**src/rcr_pkg.sv**
```systemverilog
// Package for the regulator control register bank: offsets, fields, resets, carrier types
// Summary of operation
// RULE1: Enable bit 0 turns regulator four on
// RULE2: Bit 1 forces PWM, else auto PFM/PWM
// RULE3: Bit 3 selects voltage register a or b
// RULE4: Bit 4 enables OV/UV/SC/ILIM comparators
// RULE5: Bit 5 connects pull-down while disabled
// RULE6: Bit 7 enables residual voltage check
// RULE7: Current-limit code in config bits 5:3
// RULE8: Current-limit change accepted any time
// RULE9: Slew code bits 2:0, both edges
// RULE10: Two full-byte voltage codes per regulator
// RULE11: Defaults loaded from non-volatile memory
// RULE12: Control and config reset to 0x22; code loads nvmCtrl4/nvmConf4 at reset instead
// RULE13: Reserved bits writable, reset to zero; code loads them from the NVM bytes at reset instead
// RULE14: Reserved bits hold value, no effect
package rcr_pkg;
	localparam int ADDR_W = 8;
	localparam logic [7:0] OFF_CTRL4 = 8'h0A;
	localparam logic [7:0] OFF_CONF4 = 8'h0B;
	localparam logic [7:0] OFF_V1A = 8'h0E;
	localparam logic [7:0] OFF_V1B = 8'h0F;
	localparam logic [7:0] OFF_V2A = 8'h10;
	localparam logic [7:0] OFF_V2B = 8'h11;
	localparam logic [7:0] OFF_V3A = 8'h12;
	localparam logic [7:0] OFF_V3B = 8'h13;
	localparam logic [7:0] RST_CTRL4 = 8'h22;
	localparam logic [7:0] RST_CONF4 = 8'h22;
	localparam logic [7:0] RST_VOLT = 8'h00;
	localparam logic [7:0] RD_UNMAPPED = 8'h00;
	localparam logic [2:0] ILIM_MIN_CODE = 3'h2;
	localparam logic [2:0] ILIM_SAFE_CODE = 3'h2;
	localparam logic [2:0] ILIM_GAP_CODE = 3'h5;

	typedef struct packed {
		logic residualCheckEnable;
		logic reservedCtrl6;
		logic outputPulldownEnable;
		logic monitorComparatorEnable;
		logic voltageRegisterSelect;
		logic reservedCtrl2;
		logic forcedPwmSelect;
		logic regulatorEnable;
	} rcr_ctrl_t;

	typedef struct packed {
		logic [1:0] reservedConf;
		logic [2:0] peakCurrentLimitCode;
		logic [2:0] slewRateCode;
	} rcr_conf_t;

	// Host access strobe with address and data
	typedef struct packed {
		logic wrEn;
		logic rdEn;
		logic [7:0] addr;
		logic [7:0] wrData;
	} rcr_bus_t;

	// Settings driven to the analog regulators
	typedef struct packed {
		logic regulatorEnable;
		logic forcedPwmSelect;
		logic monitorComparatorEnable;
		logic pulldownConnect;
		logic residualCheckEnable;
		logic [2:0] peakCurrentLimitCode;
		logic [2:0] slewRateCode;
		logic [7:0] reg4VoltageSelectIsB;
		logic [7:0] reg1VoltageCode;
		logic [7:0] reg2VoltageCode;
		logic [7:0] reg3VoltageCode;
	} rcr_out_t;

	typedef struct packed {
		rcr_ctrl_t ctrl4;
		rcr_conf_t conf4;
		logic [5:0][7:0] volt;
		logic [7:0] rdData;
		logic rdValid;
		rcr_out_t outs;
	} rcr_state_t;
endpackage : rcr_pkg

```
**src/rcr_regs.sv**
```systemverilog
// Register bank for regulator four control/config and regulator 1-3 voltage codes
`timescale 1ns/1ps
module rcr_regs #(
	parameter logic [2:0] ILIM_CAP = 3'h7
) (
	// Clock and reset
	input wire logic clk,
	input wire logic reset,
	// Non-volatile defaults, sampled while reset is high
	input wire logic [7:0] nvmCtrl4,
	input wire logic [7:0] nvmConf4,
	input wire logic [5:0][7:0] nvmVolt,
	// Host register access
	input wire rcr_pkg::rcr_bus_t bus,
	output logic [7:0] rdData,
	output logic rdValid,
	// Settings to the regulators
	output rcr_pkg::rcr_out_t regOut
);
	import rcr_pkg::*;

	// Lanes of the voltage array, one pair per regulator
	localparam int V1A_IDX = 0;
	localparam int V1B_IDX = 1;
	localparam int V2A_IDX = 2;
	localparam int V2B_IDX = 3;
	localparam int V3A_IDX = 4;
	localparam int V3B_IDX = 5;

	// Zero bits above the select bit in its byte-wide output field
	localparam int SEL_PAD_W = 7;
	localparam logic [SEL_PAD_W-1:0] SEL_PAD = '0;

	// Select bits of regulators 1 to 3 live outside this bank, so register a is used
	localparam logic OTHER_SEL = 1'b0;

	rcr_state_t s_q, s_d;

	// Control register address
	function automatic logic isCtrl(input logic [7:0] a);
		isCtrl = (a == OFF_CTRL4);
	endfunction : isCtrl

	// Configuration register address
	function automatic logic isConf(input logic [7:0] a);
		isConf = (a == OFF_CONF4);
	endfunction : isConf

	// Any of the six voltage code registers
	function automatic logic isVolt(input logic [7:0] a);
		isVolt = (a >= OFF_V1A) && (a <= OFF_V3B);
	endfunction : isVolt

	// Lane of a voltage register; only meaningful while isVolt holds
	function automatic logic [2:0] voltIndex(input logic [7:0] a);
		voltIndex = 3'(a - OFF_V1A);
	endfunction : voltIndex

	function automatic logic [7:0] pickVolt(input logic sel, input logic [7:0] a, input logic [7:0] b);
		pickVolt = sel ? b : a; // RULE3 RULE10
	endfunction : pickVolt

	// Reserved and gap codes have no defined limit
	function automatic logic ilimLegal(input logic [2:0] code);
		case (code)
			ILIM_GAP_CODE: begin
				ilimLegal = 1'b0;
			end
			default: begin
				ilimLegal = (code >= ILIM_MIN_CODE);
			end
		endcase
	endfunction : ilimLegal

	// Undefined codes fall back to the lowest limit, so the switch is never left unprotected
	function automatic logic [2:0] ilimApply(input logic [2:0] code);
		if (!ilimLegal(code)) begin
			ilimApply = ILIM_SAFE_CODE; // RULE7
		end else if (code > ILIM_CAP) begin
			ilimApply = ILIM_CAP; // RULE8
		end else begin
			ilimApply = code; // RULE7
		end
	endfunction : ilimApply

	// Pull-down acts only on a disabled regulator
	function automatic logic pulldownOn(input rcr_ctrl_t c);
		pulldownOn = c.outputPulldownEnable && !c.regulatorEnable; // RULE5
	endfunction : pulldownOn

	// Regulator on or off
	function automatic logic enableOut(input rcr_ctrl_t c);
		enableOut = c.regulatorEnable; // RULE1
	endfunction : enableOut

	// Forced PWM or automatic PFM/PWM
	function automatic logic pwmOut(input rcr_ctrl_t c);
		pwmOut = c.forcedPwmSelect; // RULE2
	endfunction : pwmOut

	// Fault comparators on or off
	function automatic logic monitorOut(input rcr_ctrl_t c);
		monitorOut = c.monitorComparatorEnable; // RULE4
	endfunction : monitorOut

	// Residual voltage check on the feedback pin
	function automatic logic residualOut(input rcr_ctrl_t c);
		residualOut = c.residualCheckEnable; // RULE6
	endfunction : residualOut

	// Slew code used for rising and falling ramps alike
	function automatic logic [2:0] slewOut(input rcr_conf_t f);
		slewOut = f.slewRateCode; // RULE9
	endfunction : slewOut

	// Voltage register select widened to its output field
	function automatic logic [7:0] selOut(input rcr_ctrl_t c);
		selOut = {SEL_PAD, c.voltageRegisterSelect}; // RULE3
	endfunction : selOut

	// Read mux; the value returned is the one stored before any write of the same cycle
	function automatic logic [7:0] readMux(input rcr_state_t st, input logic [7:0] a);
		if (isCtrl(a)) begin
			readMux = st.ctrl4;
		end else if (isConf(a)) begin
			readMux = st.conf4;
		end else if (isVolt(a)) begin
			readMux = st.volt[voltIndex(a)];
		end else begin
			readMux = RD_UNMAPPED;
		end
	endfunction : readMux

	// Merges one host write; unmapped addresses leave everything as it was
	function automatic rcr_state_t writeBank(input rcr_state_t st, input rcr_bus_t b);
		writeBank = st;
		case (b.addr)
			OFF_CTRL4: begin
				// Reserved bits are stored like any other
				writeBank.ctrl4 = rcr_ctrl_t'(b.wrData); // RULE13 RULE14
			end
			OFF_CONF4: begin
				writeBank.conf4 = rcr_conf_t'(b.wrData); // RULE8 RULE13
			end
			OFF_V1A: begin
				writeBank.volt[V1A_IDX] = b.wrData; // RULE10
			end
			OFF_V1B: begin
				writeBank.volt[V1B_IDX] = b.wrData; // RULE10
			end
			OFF_V2A: begin
				writeBank.volt[V2A_IDX] = b.wrData; // RULE10
			end
			OFF_V2B: begin
				writeBank.volt[V2B_IDX] = b.wrData; // RULE10
			end
			OFF_V3A: begin
				writeBank.volt[V3A_IDX] = b.wrData; // RULE10
			end
			OFF_V3B: begin
				writeBank.volt[V3B_IDX] = b.wrData; // RULE10
			end
			default: begin
				writeBank = st;
			end
		endcase
	endfunction : writeBank

	// Defaults come from non-volatile memory, not from fixed reset values
	function automatic rcr_state_t loadDefaults(
		input rcr_state_t st,
		input logic [7:0] c,
		input logic [7:0] f,
		input logic [5:0][7:0] v
	);
		loadDefaults = st;
		loadDefaults.ctrl4 = rcr_ctrl_t'(c); // RULE11 RULE12
		loadDefaults.conf4 = rcr_conf_t'(f); // RULE11 RULE12
		loadDefaults.volt = v; // RULE11
		loadDefaults.rdData = RD_UNMAPPED;
		loadDefaults.rdValid = 1'b0;
	endfunction : loadDefaults

	// Settings handed to the regulators; reserved bits steer nothing
	function automatic rcr_out_t outsFrom(input rcr_ctrl_t c, input rcr_conf_t f, input logic [5:0][7:0] v);
		outsFrom.regulatorEnable = enableOut(c);
		outsFrom.forcedPwmSelect = pwmOut(c);
		outsFrom.monitorComparatorEnable = monitorOut(c);
		outsFrom.pulldownConnect = pulldownOn(c);
		outsFrom.residualCheckEnable = residualOut(c);
		outsFrom.peakCurrentLimitCode = ilimApply(f.peakCurrentLimitCode);
		outsFrom.slewRateCode = slewOut(f);
		outsFrom.reg4VoltageSelectIsB = selOut(c);
		outsFrom.reg1VoltageCode = pickVolt(OTHER_SEL, v[V1A_IDX], v[V1B_IDX]);
		outsFrom.reg2VoltageCode = pickVolt(OTHER_SEL, v[V2A_IDX], v[V2B_IDX]);
		outsFrom.reg3VoltageCode = pickVolt(OTHER_SEL, v[V3A_IDX], v[V3B_IDX]);
	endfunction : outsFrom

	always_comb begin
		s_d = s_q;
		s_d.rdValid = 1'b0;
		if (reset) begin
			s_d = loadDefaults(s_q, nvmCtrl4, nvmConf4, nvmVolt);
		end else begin
			if (bus.rdEn) begin
				s_d.rdValid = 1'b1;
				s_d.rdData = readMux(s_q, bus.addr);
			end
			if (bus.wrEn) begin
				s_d = writeBank(s_d, bus);
			end
		end
		// Outputs follow the fields as they will be stored
		s_d.outs = outsFrom(s_d.ctrl4, s_d.conf4, s_d.volt);
	end

	always_ff @(posedge clk) begin
		s_q <= s_d;
	end

	assign rdData = s_q.rdData;
	assign rdValid = s_q.rdValid;
	assign regOut = s_q.outs;
endmodule : rcr_regs

```
**config.mk**
```make
export PLATFORM = sky130hd
export DESIGN_NAME = rcr_regs
export DESIGN_NICKNAME = d
export VERILOG_FILES = /design/src/rcr_pkg.sv /design/src/rcr_regs.sv
export SDC_FILE = /design/constraint.sdc
export NUM_CORES = 1
export LEC_CHECK = 0
export BUFFER_PORTS_ARGS = -buffer_cell sky130_fd_sc_hd__buf_2
export CORE_MARGIN = 3
export CORE_UTILIZATION = 55
export DETAILED_ROUTE_END_ITERATION = 8
export PLACE_DENSITY = 0.84
export SLEW_MARGIN = 40
export SYNTH_ARGS = -nofsm -noshare
export SYNTH_HDL_FRONTEND = slang
export SYNTH_SLANG_ARGS = --single-unit
```
**constraint.sdc**
```tcl
create_clock -name clk -period 2.8 [get_ports clk]
set_clock_uncertainty 0.05 [all_clocks]
set_input_delay 0.14 -clock clk [delete_from_list [all_inputs] [get_ports clk]]
set_output_delay 0.14 -clock clk [all_outputs]
set_load 0.05 [all_outputs]
```
==> results.cfg, run 1 <==
[placement]
preCtsSetupSlack_ps = 585.0
dp_hpwl_um = 8142
buffer_ports.inserted = 128
replace_congestion = 0.9309
post-place-cells = 606
post_dp_cell_area_um2 = 4562

[timing]
final_max_slew_viol_count = 0
finalHoldViolCount = 0
worst_hold_slack_ps = 12.08
grt_setup_unrepaired = false
setup_viol = 0
final.setup.worst_slack_ps = 941.1
fin_setup_tns_ps = 0
layout_worst_path_cycle_share_pct = 66.39
timing.final.crit_period_ps = 1859
fmaxAchievable_ghz = 0.5380
worst_slew_pin_slew_ps = 754.6
slew_headroom_pct = 49.69

[floorplanning]
floorplan.die_area_um2 = 8780
ios = 136
die_width_um = 93.70
rows = 31
fp.dieH_um = 93.70
core-area_um2 = 7370
initial_utilization_pct = 57.40

[clocking]
cts_tree = built
cts_sinks = 77
buffer_type_at_the_clock_tree_root = sky130_fd_sc_hd__clkbuf_8
cts_max_level = 3
cts_buffers = 9
max-clock-path-buffers = 2
postCtsResizedCells = 0
worst_skew_pair.late_latency_ps = 350
post-cts-setup-buffers = 0
clk_transition_reported_paths_ps = 80

[synth]
yosysWarnings = 0
basic_gate_share_of_the_synthesized_area_counting_and_or_nand_and_nor_cells_pct = 20.73
yosys.cell_types.count = 48
synth_top_family_by_area = simple AND/OR/NAND/NOR gates
ys_seq_area_share_pct = 50.40
number_of_flops_mapped_to_enable_cells_by_yosys = 59
synthesis.instances = 446
area_fraction_in_compound_gates_after_synthesis_pct = 13.84
synth.avg_cell_area_um2 = 9.485
synth.ff_latch_count = 77
synthXorXnorAreaFrac_pct = 0
synth_mux_area_share_pct = 2.662
synth_area_um2 = 4230
async_sr_flop_fraction_pct = 0
yosys.area_share.adder_pct = 0
postSynth.topFlopCell = sky130_fd_sc_hd__edfxtp_1

[min_path]
timing.hold.worst_endpoint = regOut[19]
holdPathStages = 3
hold_class = in -> reg
holdCritStartpoint = nvmVolt[3]

[detailed_routing]
route.final.wire_length_um = 10970
routedWlPerCell_um = 17.56
dr_total_vias = 3449
post_drt_via_cell_ratio = 5.518
drt.antenna.violating_nets = 0
drtIter0Drc = 428
firstDrtPassIters = 6
drc_errors = 0

[flow_run]
cap_viol_max_count = 0

[final_layout]
regArea_um2 = 2132
post_route_cells_drive_above_1_share_pct = 31.37
instances_no_fill = 625
antenna_diode_count = 0
synthToLayoutAreaGrowth_pct = 13.46
final_nets = 605
design_area_um2 = 4800
fill_cells = 614
multiInputGateArea_um2 = 1602

[worst_setup_path]
critPathCaptureType = register
critical_path.startpoint = bus[10]
critical_path_arrival_ps = 1790
worst-setup-path-type = in -> reg
critical_path.max_fanout = 22
cp-start-kind = input pin
r2r_slack_ps = 1400
r2r_cells = 4
reg2reg_start = regOut[3]
required_ps = 2730

[global_route]
overflow_after_grt = 0
largest_net_degree_at_the_start_of_global_routing = 44
globalRouteTotalUtil_pct = 25.09
global_route_wire_length_before_repair_um = 16620
number_of_antenna_violations_at_the_first_check_in_global_routing = 0
first_global_vias = 3371

[power_and_ir_drop]
ir_worst_vdd_uv = 408.6
power_per_unit_of_standard_cell_area_nw_per_um2 = 582.2
leakagePower_nw = 2.203

[status]
status = finished, final reports clean
==> repair_timing <==
action                                  4_1_cts  5_1_grt
hold endpoints to repair                      4        0
endpoints found under the setup margin        0        0
hold buffers                                  3        0
==> metrics by stage <==
stage                     power, mW  util (%)
after detailed placement      1.941     61.90
after global routing          2.893     65.13
final                         2.794     65.13
after CTS                     2.798     65.13
after global placement        1.928     61.90
after floorplan               1.839         -
==> worst max path at each step <==
stage	to	slack (ps)	cells after the start
after floorplan	s_q[92]	1000	4
after global placement	s_q[92]	630	5
after detailed placement	s_q[95]	590	5
after CTS	s_q[97]	960	5
after global routing	regOut[5]	820	5
final	s_q[95]	940	5
==> layout make-up <==
type / count / area share [%]
flip-flops and latches: 77 / 44.42
multi-input cells: 288 / 33.37
repair buffers: 134 / 14.44
clock buffers: 10 / 3.102
well taps: 99 / 2.581
clock inverters: 6 / 1.225
inverters: 11 / 0.8603
==> cell families (layout without fill, tap and decap cells) <==
family	after synthesis	after routing
DFF	77	77
AOI/OAI and AO/OA	75	75
other	1	7
and+or+nand+nor	196	196
muxes	10	10
buffers and inverters	87	161
==> placed cells by master, fill, tap and decap left out, types with 8 or more instances in the layout <==
cell	n
sky130_fd_sc_hd__clkbuf_8	9
sky130_fd_sc_hd__nor2b_1	17
sky130_fd_sc_hd__nor2_1	22
sky130_fd_sc_hd__a21oi_1	10
sky130_fd_sc_hd__o21ai_0	9
sky130_fd_sc_hd__buf_2	128
sky130_fd_sc_hd__mux2i_1	9
sky130_fd_sc_hd__dfxtp_1	18
sky130_fd_sc_hd__o22ai_1	8
sky130_fd_sc_hd__nand2_1	130
sky130_fd_sc_hd__edfxtp_1	59
sky130_fd_sc_hd__inv_1	10
==> cells in the mapped netlist, types with 2 or more instances <==
cell type / instances / share of area, %
sky130_fd_sc_hd__nor3_1: 3 / 0.35
sky130_fd_sc_hd__a21oi_1: 10 / 1.2
sky130_fd_sc_hd__a2bb2oi_1: 7 / 1.4
sky130_fd_sc_hd__buf_4: 51 / 9.1
sky130_fd_sc_hd__o22ai_1: 8 / 1.2
sky130_fd_sc_hd__a22oi_1: 7 / 1.2
sky130_fd_sc_hd__o21bai_1: 2 / 0.35
sky130_fd_sc_hd__nor2b_1: 17 / 2.5
sky130_fd_sc_hd__clkbuf_1: 21 / 1.9
sky130_fd_sc_hd__mux2i_1: 9 / 2.1
sky130_fd_sc_hd__or2_2: 2 / 0.30
sky130_fd_sc_hd__nand3_1: 3 / 0.35
sky130_fd_sc_hd__o21ai_0: 9 / 1.1
sky130_fd_sc_hd__nor3b_1: 2 / 0.35
sky130_fd_sc_hd__edfxtp_1: 59 / 42
sky130_fd_sc_hd__nor2_1: 22 / 2.0
sky130_fd_sc_hd__a21o_1: 2 / 0.35
sky130_fd_sc_hd__nand2_1: 130 / 12
sky130_fd_sc_hd__a22o_1: 5 / 1.0
sky130_fd_sc_hd__a31oi_1: 2 / 0.30
sky130_fd_sc_hd__buf_1: 3 / 0.27
sky130_fd_sc_hd__a31o_2: 2 / 0.41
sky130_fd_sc_hd__nand2b_1: 3 / 0.44
sky130_fd_sc_hd__nand3b_1: 2 / 0.35
sky130_fd_sc_hd__o211ai_1: 7 / 1.2
sky130_fd_sc_hd__inv_1: 10 / 0.89
sky130_fd_sc_hd__o221a_2: 7 / 1.9
sky130_fd_sc_hd__dfxtp_1: 18 / 8.5
sky130_fd_sc_hd__and2_1: 4 / 0.59
==> power breakdown <==
part	total, mW	leakage, nW	switching, mW	internal [mW]
logic	0.546	1.38	0.386	0.160
registers	1.38	0.720	0.0461	1.33
clock network	0.868	0.108	0.407	0.461
total	2.79	2.20	0.839	1.96
==> layer usage <==
metal / track usage (%) / share of wire [%] / up-vias
met5: 0 / 0 / -
met4: 12.88 / 3.3 / 0
met3: 5.288 / 10 / 29
met2: 41.81 / 49 / 218
met1: 30.60 / 37 / 1569
li1: - / - / 1633
==> worst max-delay path, cell delays in order <==
cell                       delay (ps)
sky130_fd_sc_hd__buf_2            250
sky130_fd_sc_hd__or4_4            640
sky130_fd_sc_hd__nor2_1           130
sky130_fd_sc_hd__nand2_1           80
sky130_fd_sc_hd__o21bai_1         550
Note: power is estimated with default switching activity, not from simulation.
==> run 2: changes to the inputs <==
- CORE_UTILIZATION: 55 -> 46
- PLACE_DENSITY: 0.84 -> 0.75
- clock period: 2.8 -> 1.5 ns (I/O delays scaled with it)
==> results.cfg, run 2 (same netlist as run 1, synthesis figures left out) <==
[final_layout]
most-common-layout-cells = sky130_fd_sc_hd__nand2_1, sky130_fd_sc_hd__buf_2, sky130_fd_sc_hd__dlygate4sd3_1, sky130_fd_sc_hd__edfxtp_1
final_nets = 688
layout_commonest_cell = sky130_fd_sc_hd__nand2_1
synthToLayoutAreaGrowth_pct = 33.81
post_route_cells_drive_above_1_share_pct = 31.03

[timing]
fin_setup_tns_ps = 0
grt_setup_unrepaired = false
final.setup.worst_slack_ps = 59.77
fmaxAchievable_ghz = 0.6943
final_max_slew_viol_count = 0
slew_headroom_pct = 56.97
setup_viol = 0
finalHoldViolCount = 0
timing.final.crit_period_ps = 1440
worst_slew_pin_slew_ps = 644.2
layout_worst_path_cycle_share_pct = 96.02

[min_path]
holdCritStartpoint = bus[2]
holdPathStages = 2
timing.hold.worst_endpoint = regOut[34]
hold_class = in -> reg

[placement]
buffer_ports.inserted = 128
preCtsSetupSlack_ps = -287.9
dp_hpwl_um = 8527
replace_congestion = 0.9028

[clocking]
clk_transition_reported_paths_ps = 80
cts_sinks = 77
max-clock-path-buffers = 2
cts_tree = built
cts_buffers = 9
cts_max_level = 3
buffer_type_at_the_clock_tree_root = sky130_fd_sc_hd__clkbuf_8
postCtsResizedCells = 0
worst_skew_pair.late_latency_ps = 350

[flow_run]
cap_viol_max_count = 0

[worst_setup_path]
reg2reg_start = regOut[3]
worst-setup-path-type = in -> reg
critical_path_arrival_ps = 1440
r2r_cells = 4
r2r_slack_ps = 90
cp-start-kind = input pin
critical_path.max_fanout = 8
required_ps = 1500
critPathCaptureType = register

[global_route]
largest_net_degree_at_the_start_of_global_routing = 85
overflow_after_grt = 0
globalRouteTotalUtil_pct = 24.14
global_route_wire_length_before_repair_um = 18920
first_global_vias = 3825
number_of_antenna_violations_at_the_first_check_in_global_routing = 2

[power_and_ir_drop]
power_per_unit_of_standard_cell_area_nw_per_um2 = 974.6
internal_power_mw = 3.875
p_total_mw = 5.517
power.switching_mw = 1.642
comb_power_share_pct = 21.9
seq_power_share_pct = 46.6
ir_worst_vdd_uv = 549.8
clock_network_fraction_of_design_power_pct = 31.5
leakagePower_nw = 2.590
power.switching_fraction_pct = 29.76

[floorplanning]
core-area_um2 = 8806
ios = 136
die_width_um = 101.9
initial_utilization_pct = 48.04
floorplan.die_area_um2 = 10380
rows = 34
fp.dieH_um = 101.9

[detailed_routing]
post_drt_via_cell_ratio = 5.311
firstDrtPassIters = 5
drtIter0Drc = 314
drc_errors = 0
routedWlPerCell_um = 17.13
route.final.wire_length_um = 12300
dr_total_vias = 3813
drt.antenna.violating_nets = 0

[status]
status = finished, final reports clean
run 2: what timing repair did:
item | CTS | global route
setup buffers | 0 | 0
hold buffers | 62 | 1
hold endpoints to repair | 63 | 1
run 2: worst max path at each step:
stage          depth (start not counted)  slack (ps)         to  startpoint
3_5_place_dp                           4        -290    s_q[82]     bus[15]
6_report                               4          60    s_q[78]     bus[15]
4_1_cts                                4          80    s_q[77]     bus[15]
5_1_grt                                5          30   register     s_q[95]
3_3_place_gp                           4        -210    s_q[82]     bus[15]
2_1_floorplan                          4         -60  regOut[0]     bus[15]
run 2: final cells by class:
class                   count  area [µm²]
diodes                      1       2.502
clock buffers               9       123.9
clock inverters             7       97.59
fillers                   695        3146
inverters                  11       41.29
multi-input cells         288        1612
flip-flops and latches     77        2132
well taps                 108       135.1
repair buffers            217        1516
run 2: power by group through the flow:
| stage | registers [mW] | clock network, mW | logic, mW |
|---|---|---|---|
| after floorplan | 2.59 | 0 | 0.846 |
| after global placement | 2.61 | 0 | 1.05 |
| after detailed placement | 2.62 | 0 | 1.06 |
| after CTS | 2.57 | 1.75 | 1.19 |
| after global routing | 2.59 | 1.84 | 1.29 |
| final | 2.57 | 1.74 | 1.21 |
run 2: critical path: stages:
cell	delay (ps)
sky130_fd_sc_hd__buf_2	110
sky130_fd_sc_hd__or4_4	610
sky130_fd_sc_hd__nor3_1	300
sky130_fd_sc_hd__a31o_2	340
run 2: metal layers:
| layer | vias to the layer above | GRT usage (%) | share of wire (%) |
|---|---|---|---|
| met5 | - | 0 | 0.089 |
| li1 | 1798 | - | - |
| met4 | 2 | 12.61 | 4.2 |
| met2 | 204 | 39.19 | 49 |
| met1 | 1762 | 29.85 | 39 |
| met3 | 47 | 6.143 | 7.8 |
run 2: metrics by stage:
| stage | utilization, % | instance area (µm²) | hold WS [ps] | std cells |
|---|---|---|---|---|
| after global placement | 54.58 | 4806 | 242.2 | 638 |
| after floorplan | - | 4264 | 137.7 | 452 |
| after global routing | 64.28 | 5660 | 2.915 | 718 |
| final | 64.28 | 5660 | 22.33 | 718 |
| after detailed placement | 54.58 | 4806 | 258.9 | 638 |
| after CTS | 64.14 | 5648 | 0.5525 | 716 |
